--- config.mk ---
export PLATFORM = sky130hd
export DESIGN_NAME = interrupt_event_trap_system
export DESIGN_NICKNAME = d
export VERILOG_FILES = /design/src/logic/irq_pkg.sv /design/src/logic/edge_gate_router.sv /design/src/logic/interrupt_event_trap_system.sv /design/src/logic/node_arbiter.sv
export SDC_FILE = /design/constraint.sdc
export NUM_CORES = 2
export LEC_CHECK = 0
export BUFFER_PORTS_ARGS = -buffer_cell sky130_fd_sc_hd__buf_4
export CORE_MARGIN = 2
export CORE_UTILIZATION = 55
export CTS_BUF_LIST = sky130_fd_sc_hd__clkbuf_2 sky130_fd_sc_hd__clkbuf_4 sky130_fd_sc_hd__clkbuf_8
export DETAILED_ROUTE_END_ITERATION = 12
export HOLD_SLACK_MARGIN = 0.1
export PLACE_DENSITY = 0.78
export SYNTH_ARGS = -nofsm -noshare
export SYNTH_HDL_FRONTEND = slang
export SYNTH_SLANG_ARGS = --single-unit
--- constraint.sdc ---
create_clock -name sys_clk -period 292 [get_ports sys_clk]
set_input_delay 29.2 -clock sys_clk [delete_from_list [all_inputs] [get_ports sys_clk]]
set_output_delay 29.2 -clock sys_clk [all_outputs]
set_load 0.02 [all_outputs]
--- src/logic/irq_pkg.sv ---
//------------------------------------------------------------
// interrupt, event transfer and trap constants
//------------------------------------------------------------
// Function
// (RL1) node routes to vector or event channel
// (RL2) standard service jumps to node vector
// (RL3) event service steals exactly one cycle
// (RL4) move byte/word, bump chosen pointers
// (RL5) counter decrements unless continuous mode
// (RL6) counter zero gives standard interrupt
// (RL7) eight independent event transfer channels
// (RL8) entry latency 7 or 11 clocks
// (RL9) 64 nodes with flag, enable, priority
// (RL10) shared nodes pick source by select
// (RL11) router: 4 inputs, matrix, 4 gates
// (RL12) edge detect rising, falling or both
// (RL13) gate passes on pattern match/miss
// (RL14) hardware trap jumps to own vector
// (RL15) each trap sets own flag bit
// (RL16) trap preempts unless higher trap runs
// (RL17) trap service blocks interrupts, events
// (RL18) three request pins make two traps
// (RL19) software trap uses given trap number
// (RL20) software flag write acts as request
// (RL21) highest enabled priority above cpu wins
package irq_pkg;
  localparam int NODES = 64;
  localparam int CHANS = 8;
  localparam int SHARED = 4;
  localparam int SHARED_BASE = 60;
  localparam int ROUTER_BASE = 56;
  localparam int HW_TRAPS = 6;
  localparam int TRAPS = 8;
  localparam logic [7:0] LAT_JC = 8'h07;
  localparam logic [7:0] LAT_NOJC = 8'h0B;
  localparam logic [7:0] LAT_PIPE = 8'h03;
  localparam logic [7:0] TRAP_VEC_BASE = 8'h40;
  localparam logic [7:0] A_SEL = 8'h40;
  localparam logic [7:0] A_CH = 8'h80;
  localparam logic [7:0] A_TRAP_FLAG = 8'hC0;
  localparam logic [7:0] A_SYS_CTRL = 8'hC1;
  localparam logic [7:0] A_STATUS = 8'hC2;
  localparam logic [7:0] A_ROUTER = 8'hC4;
  localparam int SR0_BIT = 7;
  localparam int SR1_BIT = 6;
  typedef struct packed {
    logic ir; logic ie; logic [2:0] ch; logic evt; logic [3:0] lvl;
  } node_ctrl_t;
  typedef struct packed {
    logic word; logic inc_dst; logic inc_src; logic cont; logic [7:0] cnt;
  } chan_ctrl_t;
  typedef struct packed {
    logic [1:0] pmode; logic [3:0] pmask; logic [3:0] emask; logic [1:0] edge_sel;
  } router_cfg_t;
  typedef struct packed {
    logic valid; logic word; logic [15:0] src; logic [15:0] dst;
  } xfer_t;
  typedef enum logic [1:0] {
    S_IDLE = 2'b00, S_LAT = 2'b01, S_ENTRY = 2'b11, S_EVT = 2'b10
  } svc_state_t;
endpackage : irq_pkg

--- src/logic/edge_gate_router.sv ---
`timescale 1ns/10ps
module edge_gate_router import irq_pkg::*; (
  input wire logic sys_clk, // system clock
  input wire logic rst_n, // sync reset, active low
  input wire logic [3:0] ext_pin, // asynchronous request inputs
  input wire logic [47:0] cfg, // four router_cfg_t words
  output logic [3:0] gate_out // one-cycle requests to nodes
);
  logic [3:0] sync1;
  logic [3:0] sync2;
  logic [3:0] prev;
  logic [3:0] evt;
  //------------------------------------------------------------
  // two-stage synchroniser and edge history
  //------------------------------------------------------------
  always_ff @(posedge sys_clk) begin
    if (!rst_n) begin
      sync1 <= 4'h0;
      sync2 <= 4'h0;
      prev <= 4'h0;
    end else begin
      sync1 <= ext_pin;
      sync2 <= sync1;
      prev <= sync2;
    end
  end
  genvar k;
  generate
    for (k = 0; k < 4; k++) begin : g_chan
      router_cfg_t c;
      logic hit;
      logic pass;
      assign c = router_cfg_t'(cfg[k*12 +: 12]);
      // edge trigger per input channel
      assign evt[k] = (c.edge_sel[0] & sync2[k] & ~prev[k]) // [RL12]
                    | (c.edge_sel[1] & ~sync2[k] & prev[k]); // [RL12]
      // gating unit: matrix mask, then pattern test
      assign hit = ((sync2 & c.pmask) == c.pmask); // [RL13]
      always_comb begin
        case (c.pmode)
          2'b00: pass = 1'b1;
          2'b01: pass = hit; // [RL13]
          2'b10: pass = ~hit; // [RL13]
          default: pass = 1'b0;
        endcase
      end
      always_ff @(posedge sys_clk) begin
        if (!rst_n) gate_out[k] <= 1'b0;
        else gate_out[k] <= |(evt & c.emask) & pass; // [RL11]
      end
    end
  endgenerate
endmodule : edge_gate_router

--- src/logic/interrupt_event_trap_system.sv ---
// The register offsets and the strobed register port are this design's own decisions.
`timescale 1ns/10ps
module interrupt_event_trap_system import irq_pkg::*; (
  input wire logic sys_clk, // system clock
  input wire logic rst_n, // sync reset, active low
  input wire logic [7:0] addr, // register address
  input wire logic [15:0] wdata, // register write data
  input wire logic wr, // write strobe
  input wire logic rd, // read strobe
  output logic [15:0] rdata, // read data, cycle after rd
  input wire logic [55:0] dedicated_req, // dedicated source pulses
  input wire logic [15:0] shared_req, // four sources per shared node
  input wire logic [3:0] ext_pin, // async router inputs
  input wire logic [2:0] external_service_request_pin, // async pins
  input wire logic [HW_TRAPS-1:0] hw_trap, // hardware trap pulses
  input wire logic sw_trap_valid, // software trap instruction
  input wire logic [6:0] sw_trap_num, // trap number of it
  input wire logic [3:0] cpu_level, // priority of cpu activity
  input wire logic trap_ret, // trap service returned
  output logic svc_entry, // one-cycle service entry
  output logic [7:0] svc_vector, // vector of that entry
  output logic cpu_steal, // cycle taken by event service
  output xfer_t xfer // event transfer request
);
  node_ctrl_t node [NODES];
  logic [7:0] sel;
  chan_ctrl_t chan [CHANS];
  logic [15:0] src_ptr [CHANS];
  logic [15:0] dst_ptr [CHANS];
  logic [TRAPS-1:0] trap_flag_reg;
  logic [TRAPS-1:0] trap_pend;
  logic [3:0] sys_ctrl;
  logic [47:0] router_cfg;
  logic [3:0] gate_out;
  logic [2:0] esr_s1;
  logic [2:0] esr_s2;
  logic [2:0] esr_prev;
  logic [NODES-1:0] hw_set;
  logic [NODES-1:0] pend;
  logic [NODES*4-1:0] lvl;
  logic found;
  logic [5:0] win;
  logic [3:0] best;
  svc_state_t state;
  logic [7:0] lat_cnt;
  logic [7:0] vec;
  logic trap_active;
  logic [2:0] cur_trap;
  logic trap_found;
  logic [2:0] trap_idx;
  logic grant_trap;
  logic grant_node;
  logic grant_evt;
  logic [2:0] gch;
  logic [NODES-1:0] grant_clr;
  logic [TRAPS-1:0] esr_event;
  logic wr_node;
  logic [5:0] waddr;

  //------------------------------------------------------------
  // external request router
  //------------------------------------------------------------
  edge_gate_router u_router (
    .sys_clk(sys_clk),
    .rst_n(rst_n),
    .ext_pin(ext_pin),
    .cfg(router_cfg),
    .gate_out(gate_out)
  );

  //------------------------------------------------------------
  // node request sources
  //------------------------------------------------------------
  // dedicated, router and shared sources onto nodes
  always_comb begin
    hw_set = '0;
    hw_set[55:0] = dedicated_req;
    hw_set[ROUTER_BASE +: 4] = hw_set[ROUTER_BASE +: 4] | gate_out; // [RL11]
    for (int s = 0; s < SHARED; s++) begin
      hw_set[SHARED_BASE+s] = shared_req[s*4 + int'(sel[s*2 +: 2])]; // [RL10]
    end
  end

  assign wr_node = wr && (addr[7:6] == 2'b00);
  assign waddr = addr[5:0];

  //------------------------------------------------------------
  // arbitration
  //------------------------------------------------------------
  genvar n;
  generate
    for (n = 0; n < NODES; n++) begin : g_node
      assign pend[n] = node[n].ir & node[n].ie;
      assign lvl[n*4 +: 4] = node[n].lvl;
    end
  endgenerate

  node_arbiter u_arb (
    .pend(pend),
    .lvl(lvl),
    .found(found),
    .idx(win),
    .best(best)
  );

  // highest pending trap, higher index ranks higher
  always_comb begin
    trap_found = 1'b0;
    trap_idx = 3'h0;
    for (int t = 0; t < TRAPS; t++) begin
      if (trap_pend[t]) begin
        trap_found = 1'b1;
        trap_idx = 3'(t);
      end
    end
  end

  // grant decisions, only from idle
  assign grant_trap = (state == S_IDLE) && trap_found
    && (!trap_active || trap_idx > cur_trap); // [RL16]
  assign grant_node = (state == S_IDLE) && !grant_trap && !trap_active // [RL17]
    && found && (best > cpu_level) && !sw_trap_valid; // [RL21]
  assign gch = node[win].ch;
  // event route only while the channel still has transfers left
  assign grant_evt = grant_node && node[win].evt // [RL1]
    && (chan[gch].cont || chan[gch].cnt != 8'h00); // [RL6]

  // flag cleared when its node is taken
  always_comb begin
    grant_clr = '0;
    if (grant_node) grant_clr[win] = 1'b1;
  end

  //------------------------------------------------------------
  // node control registers
  //------------------------------------------------------------
  // hardware set wins over software or grant clear
  always_ff @(posedge sys_clk) begin
    if (!rst_n) begin
      for (int i = 0; i < NODES; i++) node[i] <= '0;
    end else begin
      for (int i = 0; i < NODES; i++) begin
        if (wr_node && waddr == 6'(i)) begin
          node[i] <= node_ctrl_t'(wdata[9:0]);
          node[i].ir <= wdata[9] | hw_set[i]; // [RL20]
        end else begin
          node[i].ir <= (node[i].ir & ~grant_clr[i]) | hw_set[i]; // [RL9]
        end
      end
    end
  end

  // source selection of shared nodes
  always_ff @(posedge sys_clk) begin
    if (!rst_n) sel <= 8'h00;
    else if (wr && addr[7:2] == A_SEL[7:2]) begin
      sel[addr[1:0]*2 +: 2] <= wdata[1:0]; // [RL10]
    end
  end

  // router and system control
  always_ff @(posedge sys_clk) begin
    if (!rst_n) begin
      router_cfg <= '0;
      sys_ctrl <= 4'h0;
    end else if (wr) begin
      if (addr[7:2] == A_ROUTER[7:2]) router_cfg[addr[1:0]*12 +: 12] <= wdata[11:0];
      if (addr == A_SYS_CTRL) sys_ctrl <= wdata[3:0];
    end
  end

  //------------------------------------------------------------
  // event transfer channels
  //------------------------------------------------------------
  // one channel updated per service, software writes otherwise
  always_ff @(posedge sys_clk) begin
    if (!rst_n) begin
      for (int c = 0; c < CHANS; c++) begin // [RL7]
        chan[c] <= '0;
        src_ptr[c] <= 16'h0000;
        dst_ptr[c] <= 16'h0000;
      end
    end else begin
      for (int c = 0; c < CHANS; c++) begin
        if (grant_evt && gch == 3'(c)) begin
          if (chan[c].inc_src) // [RL4]
            src_ptr[c] <= src_ptr[c] + (chan[c].word ? 16'h0002 : 16'h0001);
          if (chan[c].inc_dst) // [RL4]
            dst_ptr[c] <= dst_ptr[c] + (chan[c].word ? 16'h0002 : 16'h0001);
          if (!chan[c].cont) chan[c].cnt <= chan[c].cnt - 8'h01; // [RL5]
        end else if (wr && addr[7:5] == A_CH[7:5] && addr[4:2] == 3'(c)) begin
          case (addr[1:0])
            2'b00: chan[c] <= chan_ctrl_t'(wdata[11:0]);
            2'b01: src_ptr[c] <= wdata;
            2'b10: dst_ptr[c] <= wdata;
            default: ;
          endcase
        end
      end
    end
  end

  // transfer request lasts the stolen cycle
  always_ff @(posedge sys_clk) begin
    if (!rst_n) begin
      xfer <= '0;
    end else begin
      xfer.valid <= grant_evt; // [RL3]
      if (grant_evt) begin
        xfer.word <= chan[gch].word; // [RL4]
        xfer.src <= src_ptr[gch];
        xfer.dst <= dst_ptr[gch];
      end
    end
  end

  //------------------------------------------------------------
  // service request pins and traps
  //------------------------------------------------------------
  // pins synchronised, rising edge requests a system trap
  always_ff @(posedge sys_clk) begin
    if (!rst_n) begin
      esr_s1 <= 3'h0;
      esr_s2 <= 3'h0;
      esr_prev <= 3'h0;
    end else begin
      esr_s1 <= external_service_request_pin;
      esr_s2 <= esr_s1;
      esr_prev <= esr_s2;
    end
  end

  // pin 0 gives the first system request, pins 1 and 2 the second
  always_comb begin
    esr_event = '0;
    esr_event[HW_TRAPS-1:0] = hw_trap; // [RL15]
    esr_event[SR0_BIT] = sys_ctrl[1] & esr_s2[0] & ~esr_prev[0]; // [RL18]
    esr_event[SR1_BIT] = esr_event[SR1_BIT]
      | (|(sys_ctrl[3:2] & esr_s2[2:1] & ~esr_prev[2:1])); // [RL18]
  end

  // flags are write-one-to-clear; a new trap wins the clear
  always_ff @(posedge sys_clk) begin
    if (!rst_n) begin
      trap_flag_reg <= '0;
    end else if (wr && addr == A_TRAP_FLAG) begin
      trap_flag_reg <= (trap_flag_reg & ~wdata[TRAPS-1:0]) | esr_event; // [RL15]
    end else begin
      trap_flag_reg <= trap_flag_reg | esr_event; // [RL15]
    end
  end

  // pending traps drop when taken
  always_ff @(posedge sys_clk) begin
    if (!rst_n) begin
      trap_pend <= '0;
    end else begin
      for (int t = 0; t < TRAPS; t++) begin
        trap_pend[t] <= (trap_pend[t] & ~(grant_trap && trap_idx == 3'(t)))
          | esr_event[t];
      end
    end
  end

  // trap service in progress and its rank
  always_ff @(posedge sys_clk) begin
    if (!rst_n) begin
      trap_active <= 1'b0;
      cur_trap <= 3'h0;
    end else if (grant_trap) begin
      trap_active <= 1'b1; // [RL17]
      cur_trap <= trap_idx;
    end else if (trap_ret) begin
      trap_active <= 1'b0;
    end
  end

  //------------------------------------------------------------
  // service sequencer
  //------------------------------------------------------------
  // latency from flag to entry, shortened by the jump cache
  always_ff @(posedge sys_clk) begin
    if (!rst_n) begin
      state <= S_IDLE;
      lat_cnt <= 8'h00;
      vec <= 8'h00;
    end else begin
      case (state)
        S_IDLE: begin
          if (grant_trap) begin
            state <= S_LAT;
            vec <= TRAP_VEC_BASE + 8'(trap_idx); // [RL14]
          end else if (grant_evt) begin
            state <= S_EVT; // [RL3]
          end else if (grant_node) begin
            state <= S_LAT;
            vec <= 8'(win); // [RL2] [RL6]
          end else if (sw_trap_valid) begin
            state <= S_LAT;
            vec <= 8'(sw_trap_num); // [RL19]
          end
          lat_cnt <= (sys_ctrl[0] ? LAT_JC : LAT_NOJC) - LAT_PIPE; // [RL8]
        end
        S_LAT: begin
          if (lat_cnt == 8'h00) state <= S_ENTRY; // [RL8]
          else lat_cnt <= lat_cnt - 8'h01;
        end
        S_ENTRY: state <= S_IDLE;
        S_EVT: state <= S_IDLE;
        default: state <= S_IDLE;
      endcase
    end
  end

  // entry pulse and vector to the cpu
  assign svc_entry = (state == S_ENTRY); // [RL2]
  assign svc_vector = vec;
  assign cpu_steal = (state == S_EVT); // [RL3]

  //------------------------------------------------------------
  // register read port
  //------------------------------------------------------------
  // read data held for one cycle only
  always_ff @(posedge sys_clk) begin
    if (!rst_n) begin
      rdata <= 16'h0000;
    end else if (!rd) begin
      rdata <= 16'h0000;
    end else if (addr[7:6] == 2'b00) begin
      rdata <= {6'h00, node[addr[5:0]]};
    end else if (addr[7:2] == A_SEL[7:2]) begin
      rdata <= {14'h0000, sel[addr[1:0]*2 +: 2]};
    end else if (addr[7:5] == A_CH[7:5]) begin
      case (addr[1:0])
        2'b00: rdata <= {4'h0, chan[addr[4:2]]};
        2'b01: rdata <= src_ptr[addr[4:2]];
        2'b10: rdata <= dst_ptr[addr[4:2]];
        default: rdata <= 16'h0000;
      endcase
    end else if (addr == A_TRAP_FLAG) begin
      rdata <= {8'h00, trap_flag_reg};
    end else if (addr == A_SYS_CTRL) begin
      rdata <= {12'h000, sys_ctrl};
    end else if (addr == A_STATUS) begin
      rdata <= {10'h000, cur_trap, trap_active, state};
    end else if (addr[7:2] == A_ROUTER[7:2]) begin
      rdata <= {4'h0, router_cfg[addr[1:0]*12 +: 12]};
    end else begin
      rdata <= 16'h0000;
    end
  end
endmodule : interrupt_event_trap_system

--- src/logic/node_arbiter.sv ---
`timescale 1ns/10ps
module node_arbiter import irq_pkg::*; (
  input wire logic [NODES-1:0] pend, // pending and enabled nodes
  input wire logic [NODES*4-1:0] lvl, // priority of each node
  output logic found, // some node pending
  output logic [5:0] idx, // winning node
  output logic [3:0] best // winning priority
);
  //------------------------------------------------------------
  // priority search, lower index wins ties
  //------------------------------------------------------------
  always_comb begin
    found = 1'b0;
    idx = 6'h00;
    best = 4'h0;
    for (int i = 0; i < NODES; i++) begin
      if (pend[i] && (!found || lvl[i*4 +: 4] > best)) begin // [RL21]
        found = 1'b1;
        idx = 6'(i);
        best = lvl[i*4 +: 4];
      end
    end
  end
endmodule : node_arbiter

# Yosys cells after proc, flatten, opt, wreduce, memory -nomap -nowiden
# Memories as Yosys holds them, arrays and structs flattened. A register that Yosys moved wholly into a read port is not among the register bits.
# Index checks and enable logic that the tools add are counted.
[classes]
add_sub_neg = 32
n_mul = 1
magnitude_cmp = 71
n_eq_ne = 111
n_shift = 6
n_mux = 1086
bitwise = 648
reduce_logical = 327
[op_table]
columns = ["cell", "count"]
rows = [
  ["$mux W1", 792],
  ["$mux W10", 66],
  ["$mux W16", 33],
  ["$or A1 B1 Y1", 388],
  ["$mux W4", 81],
  ["$gt A4 B4 Y1", 64],
  ["$eq A6 B6 Y1 const B", 33],
  ["$mux W6", 32],
  ["$mux W8", 22],
  ["$logic_and A1 B1 Y1", 165],
  ["$and A1 B1 Y1", 158],
  ["$add A16 B16 Y16", 8],
  ["$add A16 B2 Y16", 8],
  ["$eq A6 B5 Y1 const B", 17],
  ["$not A1 Y1", 87],
  ["$mux W5", 16],
  ["$sub A8 B1 Y8 const B", 9],
  ["$logic_not A1 Y1", 68],
  ["$logic_or A1 B1 Y1", 65],
  ["$mux W64", 1],
  ["$bwmux W48", 1],
  ["$eq A6 B4 Y1 const B", 8],
  ["$mux W12", 4],
  ["$pmux W16 S3", 1],
  ["57 further kinds", 155],
]
[totals]
ff_bits = 141
ram_bits = 992
input_bits = 126
out_inout_bits = 60
elab_cells = 2310
memories = 4
[memory_table]
columns = ["name", "words", "word_bits", "rd", "rd_ports_with_merged_regs", "wr", "line_no", "text"]
rows = [
  ["node", 64, 10, 66, 0, 64, "interrupt_event_trap_system.sv:25", "node_ctrl_t node [NODES];"],
  ["dst_ptr", 8, 16, 10, 1, 8, "interrupt_event_trap_system.sv:29", "logic [15:0] dst_ptr [CHANS];"],
  ["src_ptr", 8, 16, 10, 1, 8, "interrupt_event_trap_system.sv:28", "logic [15:0] src_ptr [CHANS];"],
  ["chan", 8, 12, 10, 0, 8, "interrupt_event_trap_system.sv:27", "chan_ctrl_t chan [CHANS];"],
]

# Logic depth before layout (Yosys ltp)
# An unclocked memory read counts as a cell.
[depth]
word_depth = 266
depth_mapped = 598
ltp_nobuf = 573

# Cells and area by module
# From an unflattened synthesis, not the netlist that was laid out.
[hier_totals]
hier_cells = 7708
area_unflattened_um2 = 79784.0
[modules_own_cells]
columns = ["mod", "instances", "cells_per_inst", "area_per_inst_um2", "seq_area_each_um2"]
rows = [
  ["interrupt_event_trap_system", 1, 5473, 64603.2, 32911.6],
  ["node_arbiter", 1, 2157, 14448.9, 0.0],
  ["edge_gate_router", 1, 78, 732.0, 320.3],
]

# Worst setup path before layout
# OpenSTA, ideal clock, no wires.
[synth_timing]
path_type = "reg-to-reg"
from = "memory node[0][9] (netlist bit)"
to = "memory chan[3][0] (netlist bit), enable pin"
setup_ps = 376
t_arrival_ps = 98061
required_ps = 291624
setup_slack_ps = 193563
path_stages_with_launch = 547
n_path_buf = 25
period_less_slack_ps = 98437
path_cell_list = "edfxtp_1 buf_2 and3_1 inv_1 ha_1 nor2b_1 o211a_1 o21ai_1 a21o_1 inv_1 ha_1 nor2b_1 o211ai_1 a31oi_1 a211oi_1 or2_2 ha_1 nor2b_1 [... 511 more ...] nand2_1 or3_4 nor2_1 nand3_1 buf_2 buf_2 clkbuf_1 o221a_1 a31oi_1 o21ai_1 and4b_1 buf_6 mux2i_1 or2_1 or3_1 buf_2 clkbuf_1 o211ai_1"
[synth_lines]
columns = ["element", "line_no"]
rows = [
  ["start: declaration", "interrupt_event_trap_system.sv:25"],
  ["end: declaration", "interrupt_event_trap_system.sv:27"],
]

==> run summary <==
* sequential cell area fraction in the yosys report: 42.2%
* remaining global-route overflow: 0
* accumulated negative setup slack: 0 ns
* number of buffers created by CTS: 189
* Final Max Tran Viols: 6
* site row count: 138
* number of buffers added to fix hold violations after cts: 0
* outcome: complete, but fails checks
* CTS Root Buffer Type: sky130_fd_sc_hd__clkbuf_8
* post-synthesis cell type count: 137
* total area of multi-input combinational cells: 42600 µm²
* depth of the worst hold-timing path: 1
* setup slack on the worst flop-to-flop path: 174.27 ns
* post-layout utilization of the core: 60.4%
* clk slew on worst S/H paths: 0.06 ns
* count of routing violations after the opening detailed-route iteration: 11700
* buffers inserted during post-CTS setup optimization: 0
* Starting Density: 55.5%
* hold_sp: u_router.sync1[0]
* Post-Route Skew: 0.0635 ns
* floorplan core area: 142000 µm²
* number of global-route vias before repair: 65900
* data arrival at the endpoint of the critical path: 118.23 ns
* HPWL Detailed: 215000 µm
* average cell area after synthesis: 10.2 µm²
* unrepaired setup endpoints after global routing: false
* maximum number of pins on one net before global-route repair: 114
* router iterations before antenna repair: 13
* clock latency on the worst-skew pair: 1.01 ns
* violated checks: DRC, capacitance limit, slew limit
* Largest Register: node
* Synth async-reset ratio: 0%
* worst-margin pin slew: 1.53 ns
* number of standard cells in the layout, taps in and fillers out: 9873
* buffer depth of the longest clock path: 3
* die height: 383 µm
* worst hold endpoint: u_router.sync2[0]
* setup slack after placement: 176.77 ns
* critical path class: reg2reg
* net count reported at finish: 8213
* detailed-route wire length: 298000 µm
* Post-Synthesis Cells: 7743
* total buffers and inverters traversed by the critical path: 39
* HP Class: reg2reg
* number of clock sinks seen by CTS: 1164
* Setup crit start kind: register
* reg-to-reg endpoint: dst_ptr[6][15]
* slowest library cell on the worst path: sky130_fd_sc_hd__or3_1
* slowest cell delay on critical path: 0.93 ns
* # setup viols final: 0
* # IOs: 186
* global-route wire length before repair: 432000 µm
* Syn Std Cell Area: 78800 µm²
* number of antenna violations at the first check in global routing: 19
* number of synthesized flops with an enable pin: 992
* number of cells traversed by the worst register-to-register path: 519
* relative slew slack: -2.61%
* CP Data Required Time: 292.50 ns
* CTS tree: yes
* Antenna Nets Post-Route: 0
* post-detailed-route via-to-cell ratio: 7.06
* largest registers ranked by flip-flop count: node: 640 flops, dst_ptr: 128 flops, src_ptr: 128 flops
* FF+latch count, synth: 1164
* number of flip-flops in the largest register: 640
* endpoint class of the critical path: register
* maximum clock frequency: 8.49 MHz
* Worst path top cell family by delay: compound AO/OA/AOI/OAI gates
* area growth from synthesis to layout: 8.74%
* fin crit share: 40.3%
* overall routing resource usage: 39.7%
* average wire per cell in the routed design: 30.2 µm
* cell total after placement: 9517
* via count: 69700
* chip width: 383 µm
* final hold vios: 0
* minimum setup slack in the final design: 174.27 ns
* area enclosed by the die boundary: 146000 µm²
* number of remaining DRC errors: 2
* number of levels the H-tree was split into: 4
* total of cells resized after clock tree synthesis: 0
* number of input and output port buffers inserted: 184
* most common cell type on the critical path: sky130_fd_sc_hd__a21oi_1
* number of violations of the max-capacitance limit: 1
* storage element area: 33200 µm²
* maximum net fanout on the critical path: 87
* number of fillers in the final layout: 11600
* startpoint of the worst-slack reg-to-reg timing path: node[0][8]
* Ys Warns: 0
* min cycle time layout: 117.73 ns
* dominant register cell in the synthesized netlist: sky130_fd_sc_hd__edfxtp_1
* fraction of layout instances using a drive strength above 1: 15.0%
* last weighted congestion value of the routability-driven placer: 1.05
kinds of logic (layout without fill, tap and decap cells):
family	Yosys count	after routing	share of synthesized area (%)
AO/OA/AOI/OAI	1758	1758	15.1
XOR/XNOR	275	275	3.06
adder cells (fa/ha/maj)	279	279	4.55
buffers and inverters	829	996	4.22
flip-flops	1164	1164	42.2
multiplexers	773	773	15.0
other	2	75	0.00953
AND/OR/NAND/NOR	2663	2663	15.9
metal layers:
layer  vias up  wire, µm  global-route usage, %
met5         -       338                  0.728
met4        28     22000                   23.4
met3      1242     45600                   14.4
met2      5857    126000                   58.6
met1     33300    104000                   50.1
li1      29300         -                      -
final cells by class:
cell class / count / share of cell area [%]
Multi-Input combinational cell: 5813 / 49.7
Sequential cell: 1164 / 38.8
Clock buffer: 265 / 3.80
Tap cell: 1890 / 2.76
Timing Repair Buffer: 298 / 2.69
Inverter: 352 / 1.55
Clock inverter: 81 / 0.708
Antenna cell: 10 / 0.0292
layout by cell type, fill, tap and decap left out, types with 48 or more instances in the layout:
master / n
sky130_fd_sc_hd__nand2_1: 774
sky130_fd_sc_hd__a31oi_1: 78
sky130_fd_sc_hd__nand3_1: 321
sky130_fd_sc_hd__buf_4: 290
sky130_fd_sc_hd__xor2_1: 145
sky130_fd_sc_hd__nand2b_1: 56
sky130_fd_sc_hd__conb_1: 65
sky130_fd_sc_hd__o221ai_1: 51
sky130_fd_sc_hd__or3_1: 49
sky130_fd_sc_hd__o21ai_1: 107
sky130_fd_sc_hd__o22ai_1: 50
sky130_fd_sc_hd__ha_1: 250
sky130_fd_sc_hd__mux2i_1: 333
sky130_fd_sc_hd__and3_1: 124
sky130_fd_sc_hd__nand4_1: 67
sky130_fd_sc_hd__a21oi_1: 380
sky130_fd_sc_hd__o21a_1: 48
sky130_fd_sc_hd__inv_1: 346
sky130_fd_sc_hd__clkbuf_4: 62
sky130_fd_sc_hd__o21ai_0: 359
sky130_fd_sc_hd__nor3_1: 112
sky130_fd_sc_hd__dfxtp_1: 172
sky130_fd_sc_hd__edfxtp_1: 992
sky130_fd_sc_hd__mux2_2: 110
sky130_fd_sc_hd__nor2_1: 802
sky130_fd_sc_hd__nor2b_1: 69
sky130_fd_sc_hd__o211ai_1: 99
sky130_fd_sc_hd__clkbuf_8: 206
sky130_fd_sc_hd__mux4_2: 316
sky130_fd_sc_hd__xnor2_1: 130
sky130_fd_sc_hd__and2_1: 103
cell usage after synthesis (all sizes together) (19+ instances only):
master	count	area [µm²]
dfxtp	172	3440
mux2i	334	3350
o22ai	52	345
xor2	145	1270
o31ai	50	404
nor3	118	639
o211ai	100	756
o2bb2ai	36	315
nand3	327	1670
nor2	807	3050
nor2b	70	438
a21o	39	293
mux2	123	1390
a22oi	33	248
a21oi	380	1900
o311ai	29	279
or2	31	194
nand3b	26	195
o21ai	481	2460
clkbuf	336	1260
a211o	28	254
a221oi	37	348
buf	141	741
nand2b	56	350
a31oi	78	488
a211oi	53	468
or3	51	329
and2	109	682
nand2	781	2940
mux4	316	7120
and3	124	776
nand4	67	419
a311oi	26	240
ha	253	3170
o221ai	52	462
o211a	19	190
edfxtp	992	29800
o21a	48	360
xnor2	130	1140
inv	352	1320
how the worst max path moves through the flow:
stage                      to  slack (ns)  cells past startpoint        from
3_3_place_gp   dst_ptr[6][14]      179.70                    521  node[0][9]
6_report       dst_ptr[6][15]      174.27                    519  node[0][8]
5_1_grt        dst_ptr[6][15]      164.82                    525  node[0][9]
3_5_place_dp   dst_ptr[6][13]      176.77                    515  node[0][9]
2_1_floorplan      chan[3][0]      193.56                    546  node[0][9]
4_1_cts        dst_ptr[6][15]      176.35                    515  node[0][9]
stage by stage:
step	area, µm²	hold slack [ns]
after floorplan	79000	0.412
after global placement	81800	0.425
after detailed placement	81800	0.423
after CTS	85700	0.451
after global routing	85700	0.471
final	85700	0.444
Power is left out: the tool's default activity adds up to more than one toggle a clock period on the data nets, which glitch-free logic cannot reach.
